## src/fdr_pkg.sv

```systemverilog
/*
  Package for the floppy drive-input and rate-control port block: register indexes,
  field positions, reset values, rate codes, compatibility modes and carrier structs.
  Assumes a 32-bit APB with byte addresses equal to four times a register index.
*/
package fdr_pkg;

  // ==========================================================================
  // register map (index; byte address is four times the index)
  // ==========================================================================
  localparam int FDR_ADDR_W = 8;
  localparam logic [5:0] FDR_IDX_DATA_RATE = 6'h04;
  localparam logic [5:0] FDR_IDX_DIAG_RATE = 6'h07;
  localparam logic [5:0] FDR_IDX_DRV_STATUS = 6'h08;

  // ==========================================================================
  // field positions
  // ==========================================================================
  localparam int FDR_DIAG_CHG_BIT = 7;
  localparam int FDR_DIAG_DMA_BIT = 3;
  localparam int FDR_DIAG_PREC_BIT = 2;
  localparam int FDR_RATE_LSB = 0;
  localparam int FDR_PREC_WR_BIT = 2;

  // ==========================================================================
  // rate codes and reset values
  // ==========================================================================
  localparam logic [1:0] FDR_RATE_500K = 2'h0;
  localparam logic [1:0] FDR_RATE_300K = 2'h1;
  localparam logic [1:0] FDR_RATE_250K = 2'h2;
  localparam logic [1:0] FDR_RATE_1M = 2'h3;
  localparam logic [1:0] FDR_RATE_RST = 2'h2;
  localparam logic FDR_PREC_RST = 1'b0;
  localparam logic [7:0] FDR_OE_BASIC = 8'h80;
  localparam logic [7:0] FDR_OE_ALL = 8'hFF;
  localparam logic [3:0] FDR_SECOND_ONES = 4'hF;

  typedef enum logic [1:0] {
    FDR_BASIC_COMPAT_MODE,
    FDR_SECOND_COMPAT_MODE,
    FDR_THIRD_COMPAT_MODE
  } fdr_mode_t;

  typedef struct packed {
    logic psel;
    logic penable;
    logic pwrite;
    logic [FDR_ADDR_W-1:0] paddr;
    logic [31:0] pwdata;
  } fdr_apb_req_t;

  typedef struct packed {
    logic pready;
    logic pslverr;
    logic [31:0] prdata;
  } fdr_apb_rsp_t;

  typedef struct packed {
    logic drive_fault;
    logic write_protect;
    logic drive_ready;
    logic track_zero;
    logic two_sided;
    logic head_address;
    logic unit_select_hi;
    logic unit_select_lo;
  } fdr_drv_stat_t;

endpackage

```

## src/fdr_diag_mux.sv

```systemverilog
/*
  Builds the diagnostic input byte and the mask of bits that are driven,
  for the compatibility mode in force. Purely combinational.
*/
`timescale 1ns/10ps
module fdr_diag_mux (
  input wire fdr_pkg::fdr_mode_t i_mode,
  input wire logic i_disk_change_n,
  input wire logic i_dma_gate_enable,
  input wire logic i_precomp_disable,
  input wire logic [1:0] i_rate_sel,
  output logic [7:0] o_diag,
  output logic [7:0] o_diag_oe
);
  import fdr_pkg::*;

  // low rates report high_density_n high
  function automatic logic high_density_n(input logic [1:0] rate);
    high_density_n = (rate == FDR_RATE_250K) || (rate == FDR_RATE_300K);
  endfunction

  always_comb begin
    unique case (i_mode)
      FDR_SECOND_COMPAT_MODE: begin
        o_diag = {~i_disk_change_n, FDR_SECOND_ONES, i_rate_sel,
                  high_density_n(i_rate_sel)};
        o_diag_oe = FDR_OE_ALL;
      end
      FDR_THIRD_COMPAT_MODE: begin
        o_diag = {i_disk_change_n, 3'h0, i_dma_gate_enable, i_precomp_disable,
                  i_rate_sel};
        o_diag_oe = FDR_OE_ALL;
      end
      default: begin
        // basic mode, and the unused mode code: only the change bit is driven
        o_diag = {~i_disk_change_n, 7'h00};
        o_diag_oe = FDR_OE_BASIC;
      end
    endcase
  end

endmodule

```

## src/fdr_status_pack.sv

```systemverilog
/*
  Packs the drive's status lines into the drive-status result byte.
  Assumes the lines are synchronous to the controller clock.
*/
`timescale 1ns/10ps
module fdr_status_pack (
  input wire fdr_pkg::fdr_drv_stat_t i_stat,
  output logic [7:0] o_status
);
  import fdr_pkg::*;

  always_comb begin
    o_status = {i_stat.drive_fault, i_stat.write_protect, i_stat.drive_ready,
                i_stat.track_zero, i_stat.two_sided, i_stat.head_address,
                i_stat.unit_select_hi, i_stat.unit_select_lo};
  end

endmodule

```

## src/fdr_rate_port.sv

```systemverilog
/*
  Drive-input diagnostic port and rate-control port of a floppy controller,
  reached over APB, plus the shared data-rate register write and the drive-status
  result byte. Assumes the mode, disk-change, DMA-gate and drive-status inputs are
  synchronous to i_clk and stable while an access is in its setup cycle.

*/
`timescale 1ns/10ps
module fdr_rate_port (
  input wire logic i_clk,
  input wire logic i_reset_n,
  input wire fdr_pkg::fdr_apb_req_t i_apb,
  output fdr_pkg::fdr_apb_rsp_t o_apb,
  input wire fdr_pkg::fdr_mode_t i_mode,
  input wire logic i_disk_change_n,
  input wire logic i_dma_gate_enable,
  input wire fdr_pkg::fdr_drv_stat_t i_drv_stat,
  output logic [1:0] o_rate_sel,
  output logic o_precomp_disable,
  output logic [7:0] o_diag_oe
);
  import fdr_pkg::*;

  // ==========================================================================
  // state
  // ==========================================================================
  typedef struct packed {
    logic [1:0] rate_sel;
    logic precomp_disable;
    logic [31:0] prdata;
    logic pslverr;
    logic [7:0] diag_oe;
  } fdr_state_t;

  fdr_state_t state_r;
  fdr_state_t state_nxt;

  logic [7:0] diag_byte;
  logic [7:0] diag_mask;
  logic [7:0] status_byte;
  logic setup_ph;
  logic access_ph;
  logic [5:0] reg_idx;
  logic addr_aligned;
  logic hit_rate;
  logic hit_diag;
  logic hit_status;

  // ==========================================================================
  // decode
  // ==========================================================================
  function automatic logic idx_is(input logic [FDR_ADDR_W-1:0] addr,
                                  input logic [5:0] idx);
    idx_is = (addr[1:0] == 2'h0) && (addr[FDR_ADDR_W-1:2] == idx);
  endfunction

  assign setup_ph = i_apb.psel && !i_apb.penable;
  assign access_ph = i_apb.psel && i_apb.penable;
  assign reg_idx = i_apb.paddr[FDR_ADDR_W-1:2];
  assign addr_aligned = (i_apb.paddr[1:0] == 2'h0);
  assign hit_rate = idx_is(i_apb.paddr, FDR_IDX_DATA_RATE);
  assign hit_diag = idx_is(i_apb.paddr, FDR_IDX_DIAG_RATE);
  assign hit_status = idx_is(i_apb.paddr, FDR_IDX_DRV_STATUS);

  // ==========================================================================
  // submodules
  // ==========================================================================
  fdr_diag_mux u_diag (
    .i_mode(i_mode),
    .i_disk_change_n(i_disk_change_n),
    .i_dma_gate_enable(i_dma_gate_enable),
    .i_precomp_disable(state_r.precomp_disable),
    .i_rate_sel(state_r.rate_sel),
    .o_diag(diag_byte),
    .o_diag_oe(diag_mask)
  );

  fdr_status_pack u_status (
    .i_stat(i_drv_stat),
    .o_status(status_byte)
  );

  // ==========================================================================
  // next state
  // ==========================================================================
  always_comb begin
    state_nxt = state_r;
    // read data and error are prepared in the setup cycle
    if (setup_ph) begin
      state_nxt.prdata = 32'h0000_0000;
      state_nxt.pslverr = 1'b0;
      state_nxt.diag_oe = FDR_OE_ALL;
      if (!i_apb.pwrite) begin
        if (hit_diag) begin
          state_nxt.prdata = {24'h00_0000, diag_byte};
          state_nxt.diag_oe = diag_mask;
        end else if (hit_status) begin
          state_nxt.prdata = {24'h00_0000, status_byte};
        end else begin
          // data-rate register is write-only; any other index is unmapped
          state_nxt.pslverr = 1'b1;
        end
      end else begin
        state_nxt.pslverr = !(hit_diag || hit_rate);
      end
    end
    // writes take effect at the completing edge of the access phase
    if (access_ph && i_apb.pwrite) begin
      if (hit_diag) begin
        state_nxt.rate_sel = i_apb.pwdata[FDR_RATE_LSB +: 2];
        if (i_mode == FDR_THIRD_COMPAT_MODE) begin
          state_nxt.precomp_disable = i_apb.pwdata[FDR_PREC_WR_BIT];
        end
      end else if (hit_rate) begin
        state_nxt.rate_sel = i_apb.pwdata[FDR_RATE_LSB +: 2];
      end
    end
  end

  always_ff @(posedge i_clk or negedge i_reset_n) begin
    if (!i_reset_n) begin
      state_r.rate_sel <= FDR_RATE_RST;
      state_r.precomp_disable <= FDR_PREC_RST;
      state_r.prdata <= 32'h0000_0000;
      state_r.pslverr <= 1'b0;
      state_r.diag_oe <= FDR_OE_ALL;
    end else begin
      state_r <= state_nxt;
    end
  end

  // ==========================================================================
  // outputs
  // ==========================================================================
  // one wait-free access phase: ready whenever the slave is in access
  assign o_apb.pready = access_ph;
  assign o_apb.pslverr = state_r.pslverr && access_ph;
  assign o_apb.prdata = state_r.prdata;
  assign o_rate_sel = state_r.rate_sel;
  assign o_precomp_disable = state_r.precomp_disable;
  assign o_diag_oe = state_r.diag_oe;

  // ==========================================================================
  // checks
  // ==========================================================================
  logic rd_diag_setup;
  logic rd_stat_setup;
  logic wr_diag_acc;
  logic wr_rate_acc;
  assign rd_diag_setup = setup_ph && !i_apb.pwrite && hit_diag;
  assign rd_stat_setup = setup_ph && !i_apb.pwrite && hit_status;
  assign wr_diag_acc = access_ph && i_apb.pwrite && hit_diag;
  assign wr_rate_acc = access_ph && i_apb.pwrite && hit_rate;

  AST_DIAG_UPPER_ZERO: assert property (
    @(posedge i_clk) disable iff (!i_reset_n)
    rd_diag_setup |=> (o_apb.prdata[31:8] == 24'h00_0000) && !o_apb.pslverr
  ) else $error("diag read returned upper bits or an error");

  AST_DIAG_RO: assert property (
    @(posedge i_clk) disable iff (!i_reset_n)
    (access_ph && i_apb.pwrite && hit_diag) |=> $stable(state_r.prdata)
  ) else $error("write to diag index disturbed read data");

  AST_BASIC_LAYOUT: assert property (
    @(posedge i_clk) disable iff (!i_reset_n)
    (rd_diag_setup && i_mode == FDR_BASIC_COMPAT_MODE) |=>
      (o_apb.prdata[7] == !$past(i_disk_change_n)) &&
      (o_apb.prdata[6:0] == 7'h00) && (o_diag_oe == FDR_OE_BASIC)
  ) else $error("basic mode diag layout wrong");

  AST_SECOND_CHG: assert property (
    @(posedge i_clk) disable iff (!i_reset_n)
    (rd_diag_setup && i_mode == FDR_SECOND_COMPAT_MODE) |=>
      o_apb.prdata[FDR_DIAG_CHG_BIT] == !$past(i_disk_change_n)
  ) else $error("second mode change bit not inverted");

  AST_SECOND_ONES: assert property (
    @(posedge i_clk) disable iff (!i_reset_n)
    (rd_diag_setup && i_mode == FDR_SECOND_COMPAT_MODE) |=>
      (o_apb.prdata[6:3] == FDR_SECOND_ONES) && (o_diag_oe == FDR_OE_ALL)
  ) else $error("second mode bits 6-3 not ones");

  AST_SECOND_DENS: assert property (
    @(posedge i_clk) disable iff (!i_reset_n)
    (rd_diag_setup && i_mode == FDR_SECOND_COMPAT_MODE) |=>
      o_apb.prdata[0] == ($past(o_rate_sel) == FDR_RATE_250K ||
                          $past(o_rate_sel) == FDR_RATE_300K)
  ) else $error("second mode density bit wrong");

  AST_THIRD_CHG: assert property (
    @(posedge i_clk) disable iff (!i_reset_n)
    (rd_diag_setup && i_mode == FDR_THIRD_COMPAT_MODE) |=>
      o_apb.prdata[FDR_DIAG_CHG_BIT] == $past(i_disk_change_n)
  ) else $error("third mode change bit not raw");

  AST_THIRD_ZEROS: assert property (
    @(posedge i_clk) disable iff (!i_reset_n)
    (rd_diag_setup && i_mode == FDR_THIRD_COMPAT_MODE) |=>
      o_apb.prdata[6:4] == 3'h0
  ) else $error("third mode bits 6-4 not zero");

  AST_THIRD_DMA: assert property (
    @(posedge i_clk) disable iff (!i_reset_n)
    (rd_diag_setup && i_mode == FDR_THIRD_COMPAT_MODE) |=>
      o_apb.prdata[FDR_DIAG_DMA_BIT] == $past(i_dma_gate_enable)
  ) else $error("third mode dma gate bit wrong");

  AST_THIRD_PREC: assert property (
    @(posedge i_clk) disable iff (!i_reset_n)
    (rd_diag_setup && i_mode == FDR_THIRD_COMPAT_MODE) |=>
      o_apb.prdata[FDR_DIAG_PREC_BIT] == $past(o_precomp_disable)
  ) else $error("third mode precomp bit wrong");

  AST_THIRD_RATE: assert property (
    @(posedge i_clk) disable iff (!i_reset_n)
    (rd_diag_setup && i_mode == FDR_THIRD_COMPAT_MODE) |=>
      o_apb.prdata[1:0] == $past(o_rate_sel)
  ) else $error("third mode rate bits wrong");

  AST_CC_RATE: assert property (
    @(posedge i_clk) disable iff (!i_reset_n)
    wr_diag_acc |=> o_rate_sel == $past(i_apb.pwdata[1:0])
  ) else $error("rate control write did not set rate");

  AST_RATE_HOLD: assert property (
    @(posedge i_clk) disable iff (!i_reset_n)
    !(wr_diag_acc || wr_rate_acc) |=> $stable(o_rate_sel)
  ) else $error("rate changed without a write");

  AST_PREC_SET: assert property (
    @(posedge i_clk) disable iff (!i_reset_n)
    (wr_diag_acc && i_mode == FDR_THIRD_COMPAT_MODE) |=>
      o_precomp_disable == $past(i_apb.pwdata[FDR_PREC_WR_BIT])
  ) else $error("precomp disable not taken in third mode");

  AST_PREC_KEEP: assert property (
    @(posedge i_clk) disable iff (!i_reset_n)
    !(wr_diag_acc && i_mode == FDR_THIRD_COMPAT_MODE) |=> $stable(o_precomp_disable)
  ) else $error("precomp disable changed outside third mode write");

  AST_STATUS_BYTE: assert property (
    @(posedge i_clk) disable iff (!i_reset_n)
    rd_stat_setup |=>
      o_apb.prdata[7:0] == {$past(i_drv_stat.drive_fault), $past(i_drv_stat.write_protect),
                            $past(i_drv_stat.drive_ready), $past(i_drv_stat.track_zero),
                            $past(i_drv_stat.two_sided), $past(i_drv_stat.head_address),
                            $past(i_drv_stat.unit_select_hi),
                            $past(i_drv_stat.unit_select_lo)}
  ) else $error("drive status byte layout wrong");

  AST_SHARED_RATE: assert property (
    @(posedge i_clk) disable iff (!i_reset_n)
    wr_rate_acc ##2 (rd_diag_setup && i_mode == FDR_THIRD_COMPAT_MODE) |=>
      o_apb.prdata[1:0] == $past(i_apb.pwdata[1:0], 3)
  ) else $error("data-rate write not seen through diag port");

  AST_READY_ACCESS: assert property (
    @(posedge i_clk) disable iff (!i_reset_n)
    setup_ph |=> (access_ph |-> o_apb.pready)
  ) else $error("access phase without ready");

  AST_UNMAPPED_ERR: assert property (
    @(posedge i_clk) disable iff (!i_reset_n)
    (setup_ph && !hit_diag && !hit_rate && !hit_status) ##1 access_ph |->
      o_apb.pslverr
  ) else $error("unmapped access completed without error");

  AST_RATE_PORT_WR: assert property (
    @(posedge i_clk) disable iff (!i_reset_n)
    wr_rate_acc |=> o_rate_sel == $past(i_apb.pwdata[1:0])
  ) else $error("data-rate write did not set rate");

  AST_SECOND_RATE: assert property (
    @(posedge i_clk) disable iff (!i_reset_n)
    (rd_diag_setup && i_mode == FDR_SECOND_COMPAT_MODE) |=>
      o_apb.prdata[2:1] == $past(o_rate_sel)
  ) else $error("second mode rate bits wrong");

  AST_CODE3_BASIC: assert property (
    @(posedge i_clk) disable iff (!i_reset_n)
    (rd_diag_setup && i_mode == fdr_mode_t'(2'h3)) |=>
      (o_apb.prdata[6:0] == 7'h00) && (o_diag_oe == FDR_OE_BASIC)
  ) else $error("unused mode code not read as basic layout");

  AST_DIAG_OE_THIRD: assert property (
    @(posedge i_clk) disable iff (!i_reset_n)
    (rd_diag_setup && i_mode == FDR_THIRD_COMPAT_MODE) |=>
      o_diag_oe == FDR_OE_ALL
  ) else $error("third mode diag bits not all driven");

  AST_OE_OTHER: assert property (
    @(posedge i_clk) disable iff (!i_reset_n)
    (setup_ph && !rd_diag_setup) |=> o_diag_oe == FDR_OE_ALL
  ) else $error("driven mask not full after other access");

  AST_PRDATA_HOLD: assert property (
    @(posedge i_clk) disable iff (!i_reset_n)
    !setup_ph |=> $stable(o_apb.prdata)
  ) else $error("read data changed outside a setup cycle");

  AST_DR_READ_ERR: assert property (
    @(posedge i_clk) disable iff (!i_reset_n)
    (setup_ph && !i_apb.pwrite && hit_rate) ##1 access_ph |-> o_apb.pslverr
  ) else $error("read of write-only data-rate index not refused");

  AST_STATUS_WR_ERR: assert property (
    @(posedge i_clk) disable iff (!i_reset_n)
    (setup_ph && i_apb.pwrite && hit_status) ##1 access_ph |-> o_apb.pslverr
  ) else $error("write of read-only status index not refused");

  AST_MISALIGNED_ERR: assert property (
    @(posedge i_clk) disable iff (!i_reset_n)
    (setup_ph && !addr_aligned) ##1 access_ph |-> o_apb.pslverr
  ) else $error("misaligned access not refused");

  AST_HIGH_IDX_ERR: assert property (
    @(posedge i_clk) disable iff (!i_reset_n)
    (setup_ph && reg_idx > FDR_IDX_DRV_STATUS) ##1 access_ph |-> o_apb.pslverr
  ) else $error("access above the last index not refused");

  AST_MAPPED_OK: assert property (
    @(posedge i_clk) disable iff (!i_reset_n)
    (setup_ph && (hit_diag || (i_apb.pwrite ? hit_rate : hit_status))) ##1 access_ph |->
      !o_apb.pslverr && o_apb.pready
  ) else $error("mapped access refused");

  AST_REFUSED_WR_KEEP: assert property (
    @(posedge i_clk) disable iff (!i_reset_n)
    (setup_ph && i_apb.pwrite && !hit_diag && !hit_rate) ##1 access_ph |=>
      $stable(o_rate_sel)
  ) else $error("refused write changed the rate");

endmodule

```

## config.mk

```make
export PLATFORM = sky130hd
export DESIGN_NAME = fdr_rate_port
export DESIGN_NICKNAME = d
export VERILOG_FILES = /design/src/fdr_pkg.sv /design/src/fdr_diag_mux.sv /design/src/fdr_status_pack.sv /design/src/fdr_rate_port.sv
export SDC_FILE = /design/constraint.sdc
export NUM_CORES = 1
export LEC_CHECK = 0
export ABC_AREA = 1
export BUFFER_PORTS_ARGS = -buffer_cell sky130_fd_sc_hd__clkbuf_2
export CAP_MARGIN = 10
export CORE_MARGIN = 2
export CORE_UTILIZATION = 30
export DETAILED_ROUTE_END_ITERATION = 8
export GPL_TIMING_DRIVEN = 0
export HOLD_SLACK_MARGIN = 0.12
export PLACE_DENSITY = 0.69
export REMOVE_ABC_BUFFERS = 1
export SLEW_MARGIN = 5
export SYNTH_ARGS = -nofsm -noshare
export SYNTH_HDL_FRONTEND = slang
export SYNTH_SLANG_ARGS = --single-unit
```

## constraint.sdc

```tcl
create_clock -name i_clk -period 1.6 [get_ports i_clk]
set_input_delay 0.32 -clock i_clk [delete_from_list [all_inputs] [get_ports i_clk]]
set_output_delay 0.32 -clock i_clk [all_outputs]
set_load 0.1 [all_outputs]
```

-- Yosys cells after proc, flatten, opt, wreduce, memory -nomap -nowiden
Index checks and enable logic that the tools add are counted.
- input bits: 57
- flip-flop bits (word level): 44
- mux-type cells: 12
- eq/ne operators: 7
- bitwise gates (word level): 1
- reductions and logical operators: 16
- operator list (operator ; count):
    $mux 32 ; 1
    $mux 8 ; 4
    $pmux 8 s2 ; 1
    $eq 6x3->1 const B ; 2
    $logic_and 1x1->1 ; 7
    $mux 7 ; 1
    $eq 6x4->1 const B ; 1
    $eq 2x1->1 const B ; 2
    $eq 2x2->1 const B ; 2
    $mux 2 ; 2
    $mux 1 ; 3
    $reduce_and 3->1 ; 1
    $logic_not 1->1 ; 2
    $logic_not 2->1 ; 1
    $logic_or 1x1->1 ; 2
    $reduce_and 2->1 ; 1
    $reduce_bool 2->1 ; 1
    $reduce_or 2->1 ; 1
    $not 1->1 ; 1

-- Depth between registers and ports, before layout
- depth in word-level cells: 5
- gate-level depth with buffers: 9
- mapped depth without buffers: 9

-- Modules after synthesis
Synthesis repeated with hierarchy kept, for this count alone.
- cells, all modules: 270
- area, all modules: 1836.8 um^2
- modules (own cells, without submodules) (module ; area each (um^2) ; instances ; cells an instance ; sequential area each (um^2)):
    fdr_rate_port ; 1564.0 ; 1 ; 224 ; 511.7
    fdr_diag_mux ; 212.7 ; 1 ; 38 ; 0.0
    fdr_status_pack ; 60.1 ; 1 ; 8 ; 0.0

-- Least setup slack after synthesis
OpenSTA, ideal clock, no wires.
- path type: input port to output port
- start: in i_apb[42] (netlist name)
- end: out o_apb[32] (netlist name)
- required time: 1280 ps
- data arrival time: 1656 ps
- path slack: -376 ps
- path buffers: 0
- cell stages on the path: 2
- cells stage by stage: nand2_1 -> nor2_1
- RTL lines (item ; line ; source):
    start: declaration ; fdr_rate_port.sv:12 ; input wire fdr_pkg::fdr_apb_req_t i_apb,
    end: declaration ; fdr_rate_port.sv:13 ; output fdr_pkg::fdr_apb_rsp_t o_apb,

==> results.toml <==
[status]
run_status = "completed"

[global_routing]
number_of_global_route_vias_before_repair = 940
globalRouteOverflowTotal = 0
number_of_antenna_violations_at_the_first_check_in_global_routing = 0
grt_util_met2_pct = 17.1
grt.busiest_layer = "met2"
grt.total_usage_pct = 10.3
gr-usage-met1_pct = 13.0
grt_start_max_net_pins = 14
grt_pass1_wl_microns = 4110
grtUsageMet3_pct = 3.90

[timing]
rsz0062_at_grt = "no"
setup_viol = 0
maxSlewViolCount = 0
clock_skew_ns = 0.000806
timing.hold.ws_ns = 0.256
maximum_clock_frequency_mhz = 666
fin_crit_sh_pct = 93.9
hold_violations = 0
max_slew.worst_pin.slew_ns = 0.546
max-slew-margin-rel_pct = 63.8
post-route-min-period_ns = 1.50

[detailed_routing]
drtIter0Drc = 21
vias = 1090
drcViolationCount = 0
wl_per_cell_microns = 9.18
drt_wl_total_microns = 2540
first_pass_iters = 4
avgViaCountPerCell = 3.94
route.antenna.remaining_nets = 0

[run]
maxCapViolCount = 0

[yosys]
synth_top_cells_by_area = "buf_4, dfrtp_1, nand2_1, inv_1, nand3_1"
synth.avg_cell_area_sq_um = 6.70
post_synth_most_frequent_cells = "nand2_1, buf_4, inv_1"
synth_ff_type = "dfrtp_1"
synthMostInstantiatedCell = "nand2_1"
mappedNetlistArea_sq_um = 1310
ys_seq_area_share_pct = 25.1
synth_seq_cells = 13
netlist-cell-type-count = 21
synth_warnings = 0
synthArstFlopShare_pct = 100
post-synth-top-area-cell = "buf_4"
synth_enable_flop_cells = 0
synth_top_area_share_pct = 24.7
post_synth_inst_count = 195

[placed_design]
dpl.cell_count = 272
finalWeightedCongestion = 0.849
dp.final_hpwl_microns = 2170
port_buffers = 47

[finish]
fin_cells = 277
final-seq-area_sq_um = 328
ratio_of_cells_with_drive_above_1_in_the_final_layout_pct = 30.0
design.final.nets = 288
area_growth_syn_to_layout_pct = 10.4
diodes = 0
final.fill_count = 474
multi_input_comb_area_sq_um = 629

[floorplanning]
placeableCoreArea_sq_um = 4090
floorplan.initialDensity_pct = 32.0
die_h_microns = 70.0
core.rowCount = 23
die-area_sq_um = 4900
fp.dieW_microns = 70.0
ioPinCount = 102

[worst_setup_path]
crit_chain = "clkbuf_4"
cp-end-kind = "output pin"
critPathTopFamily = "flip-flops"
worstPathRequired_ns = 1.28
slowest_delay_ns = 0.59
worst_setup_path_start_kind = "flop"
crit_type = "flop to output pin"
cp_num_buf_inv = 1
timing.critical_path.arrival_ns = 1.18
critical_path.slowest_cell = "dfstp_2"
r2r_start = "o_rate_sel[1]$_DFFE_PN1P_"
timing.critical_path.from = "o_diag_oe[5]$_DFFE_PN1P_"
crit_fanout = 8

[clock_network]
cts-buffers-inserted = 3
clkLatencyLatePin_ns = 0.24
clkSlewWorstSetupHoldPaths_ns = 0.06
numClockSinks = 13
cts_max_level = 1
ctsRootBufferMaster = "clkbuf_8"
cts_tree = "yes"
cts-root-to-sink-buffers = 2

[pwr]
power_mw = 1.06
power_per_standard_cell_area_nw_per_um2 = 735
irDropWorstVdd_v = 0.000275
leakage_nw = 0.890

[hold_path]
min-delay-path-class = "primary input to flop"
worst_hold_startpoint = "i_apb[1]"
[worst register-to-register path: stages (launching register included)]
cell,delay [ns]
dfstp_2,0.57
nand2_1,0.06
nand3_1,0.06
o21ai_0,0.07
nand2_1,0.07
nand3_1,0.07
[final timing paths]
path / slack, ns / end / cells past startpoint
max: 0.1 / o_diag_oe[4] / 1
min: 0.26 / o_rate_sel[1]$_DFFE_PN1P_ / 3
max reg2reg: 0.58 / o_apb[0]$_DFFE_PN0P_ / 5
min reg2reg: 0.49 / o_apb[3]$_DFFE_PN0P_ / 2
max in group asynchronous: 0.80 / o_diag_oe[5]$_DFFE_PN1P_ / 2
min in group asynchronous: 0.51 / o_precomp_disable$_DFFE_PN0P_ / 2
[layer usage]
layer | wire length (microns) | up-vias
met3 | 203 | 0
met5 | 0 | -
met4 | 0 | 0
li1 | - | 578
met2 | 1220 | 43
met1 | 1120 | 469
[through the flow]
step | setup TNS [ns] | area, sq um | worst slack (ns) | utilization, %
final | 0 | 1440 | 0.0977 | 35.3
after global routing | 0 | 1440 | 0.0298 | 35.3
after CTS | 0 | 1440 | 0.0857 | 35.3
after detailed placement | 0 | 1370 | 0.132 | 33.5
after global placement | 0 | 1370 | 0.143 | 33.5
after floorplan | -12.89 | 1070 | -1.71 | -
[cell usage in the layout (no fill, tap or decap), drive strengths merged]
cell type | Yosys | routed
inv | 29 | 29
nand2 | 61 | 61
clkbuf | 0 | 51
o21ai | 6 | 6
dfrtp | 11 | 11
nand3 | 13 | 13
o22ai | 1 | 1
dfstp | 2 | 2
dlygate4sd3 | 0 | 1
clkinv | 1 | 1
o31ai | 1 | 1
nor2 | 19 | 19
conb | 2 | 25
nand4 | 1 | 1
a21oi | 2 | 2
ha | 3 | 3
[cell type report]
class	count	area share [%]
Timing Repair Buffer	48	18.4
Clock buffer	4	3.12
Sequential cell	13	22.7
Inverter	30	7.81
Multi-Input combinational cell	132	43.6
Tap cell	50	4.34
[power breakdown]
| part | total [mW] | internal, mW | switching [mW] |
|---|---|---|---|
| Combinational | 0.428 | 0.0550 | 0.373 |
| Sequential | 0.340 | 0.336 | 0.00439 |
| Clock | 0.293 | 0.176 | 0.117 |
| Total | 1.06 | 0.566 | 0.494 |
[timing repair]
action | CTS | global route
gates resized for setup | 8 | 0
hold buffers | 1 | 0
endpoints found under the hold margin | 11 | 0
setup endpoints to repair | 8 | 0
buffers inserted | 0 | 0
[cell families after synthesis]
group                    synth area share, %
flip-flops                              25.1
adder cells (fa/ha/maj)                 2.87
other                                  0.575
buffers and inverters                   33.3
AO/OA/AOI/OAI                           4.12
AND/OR/NAND/NOR                         34.0
[state kept, by name (all words and copies together), names as in the netlist]
register / cells
o_apb: 8
o_diag_oe: 1
o_precomp_disable: 1
o_rate_sel: 2
state_r: 1
(Power assumes the default switching activity.)
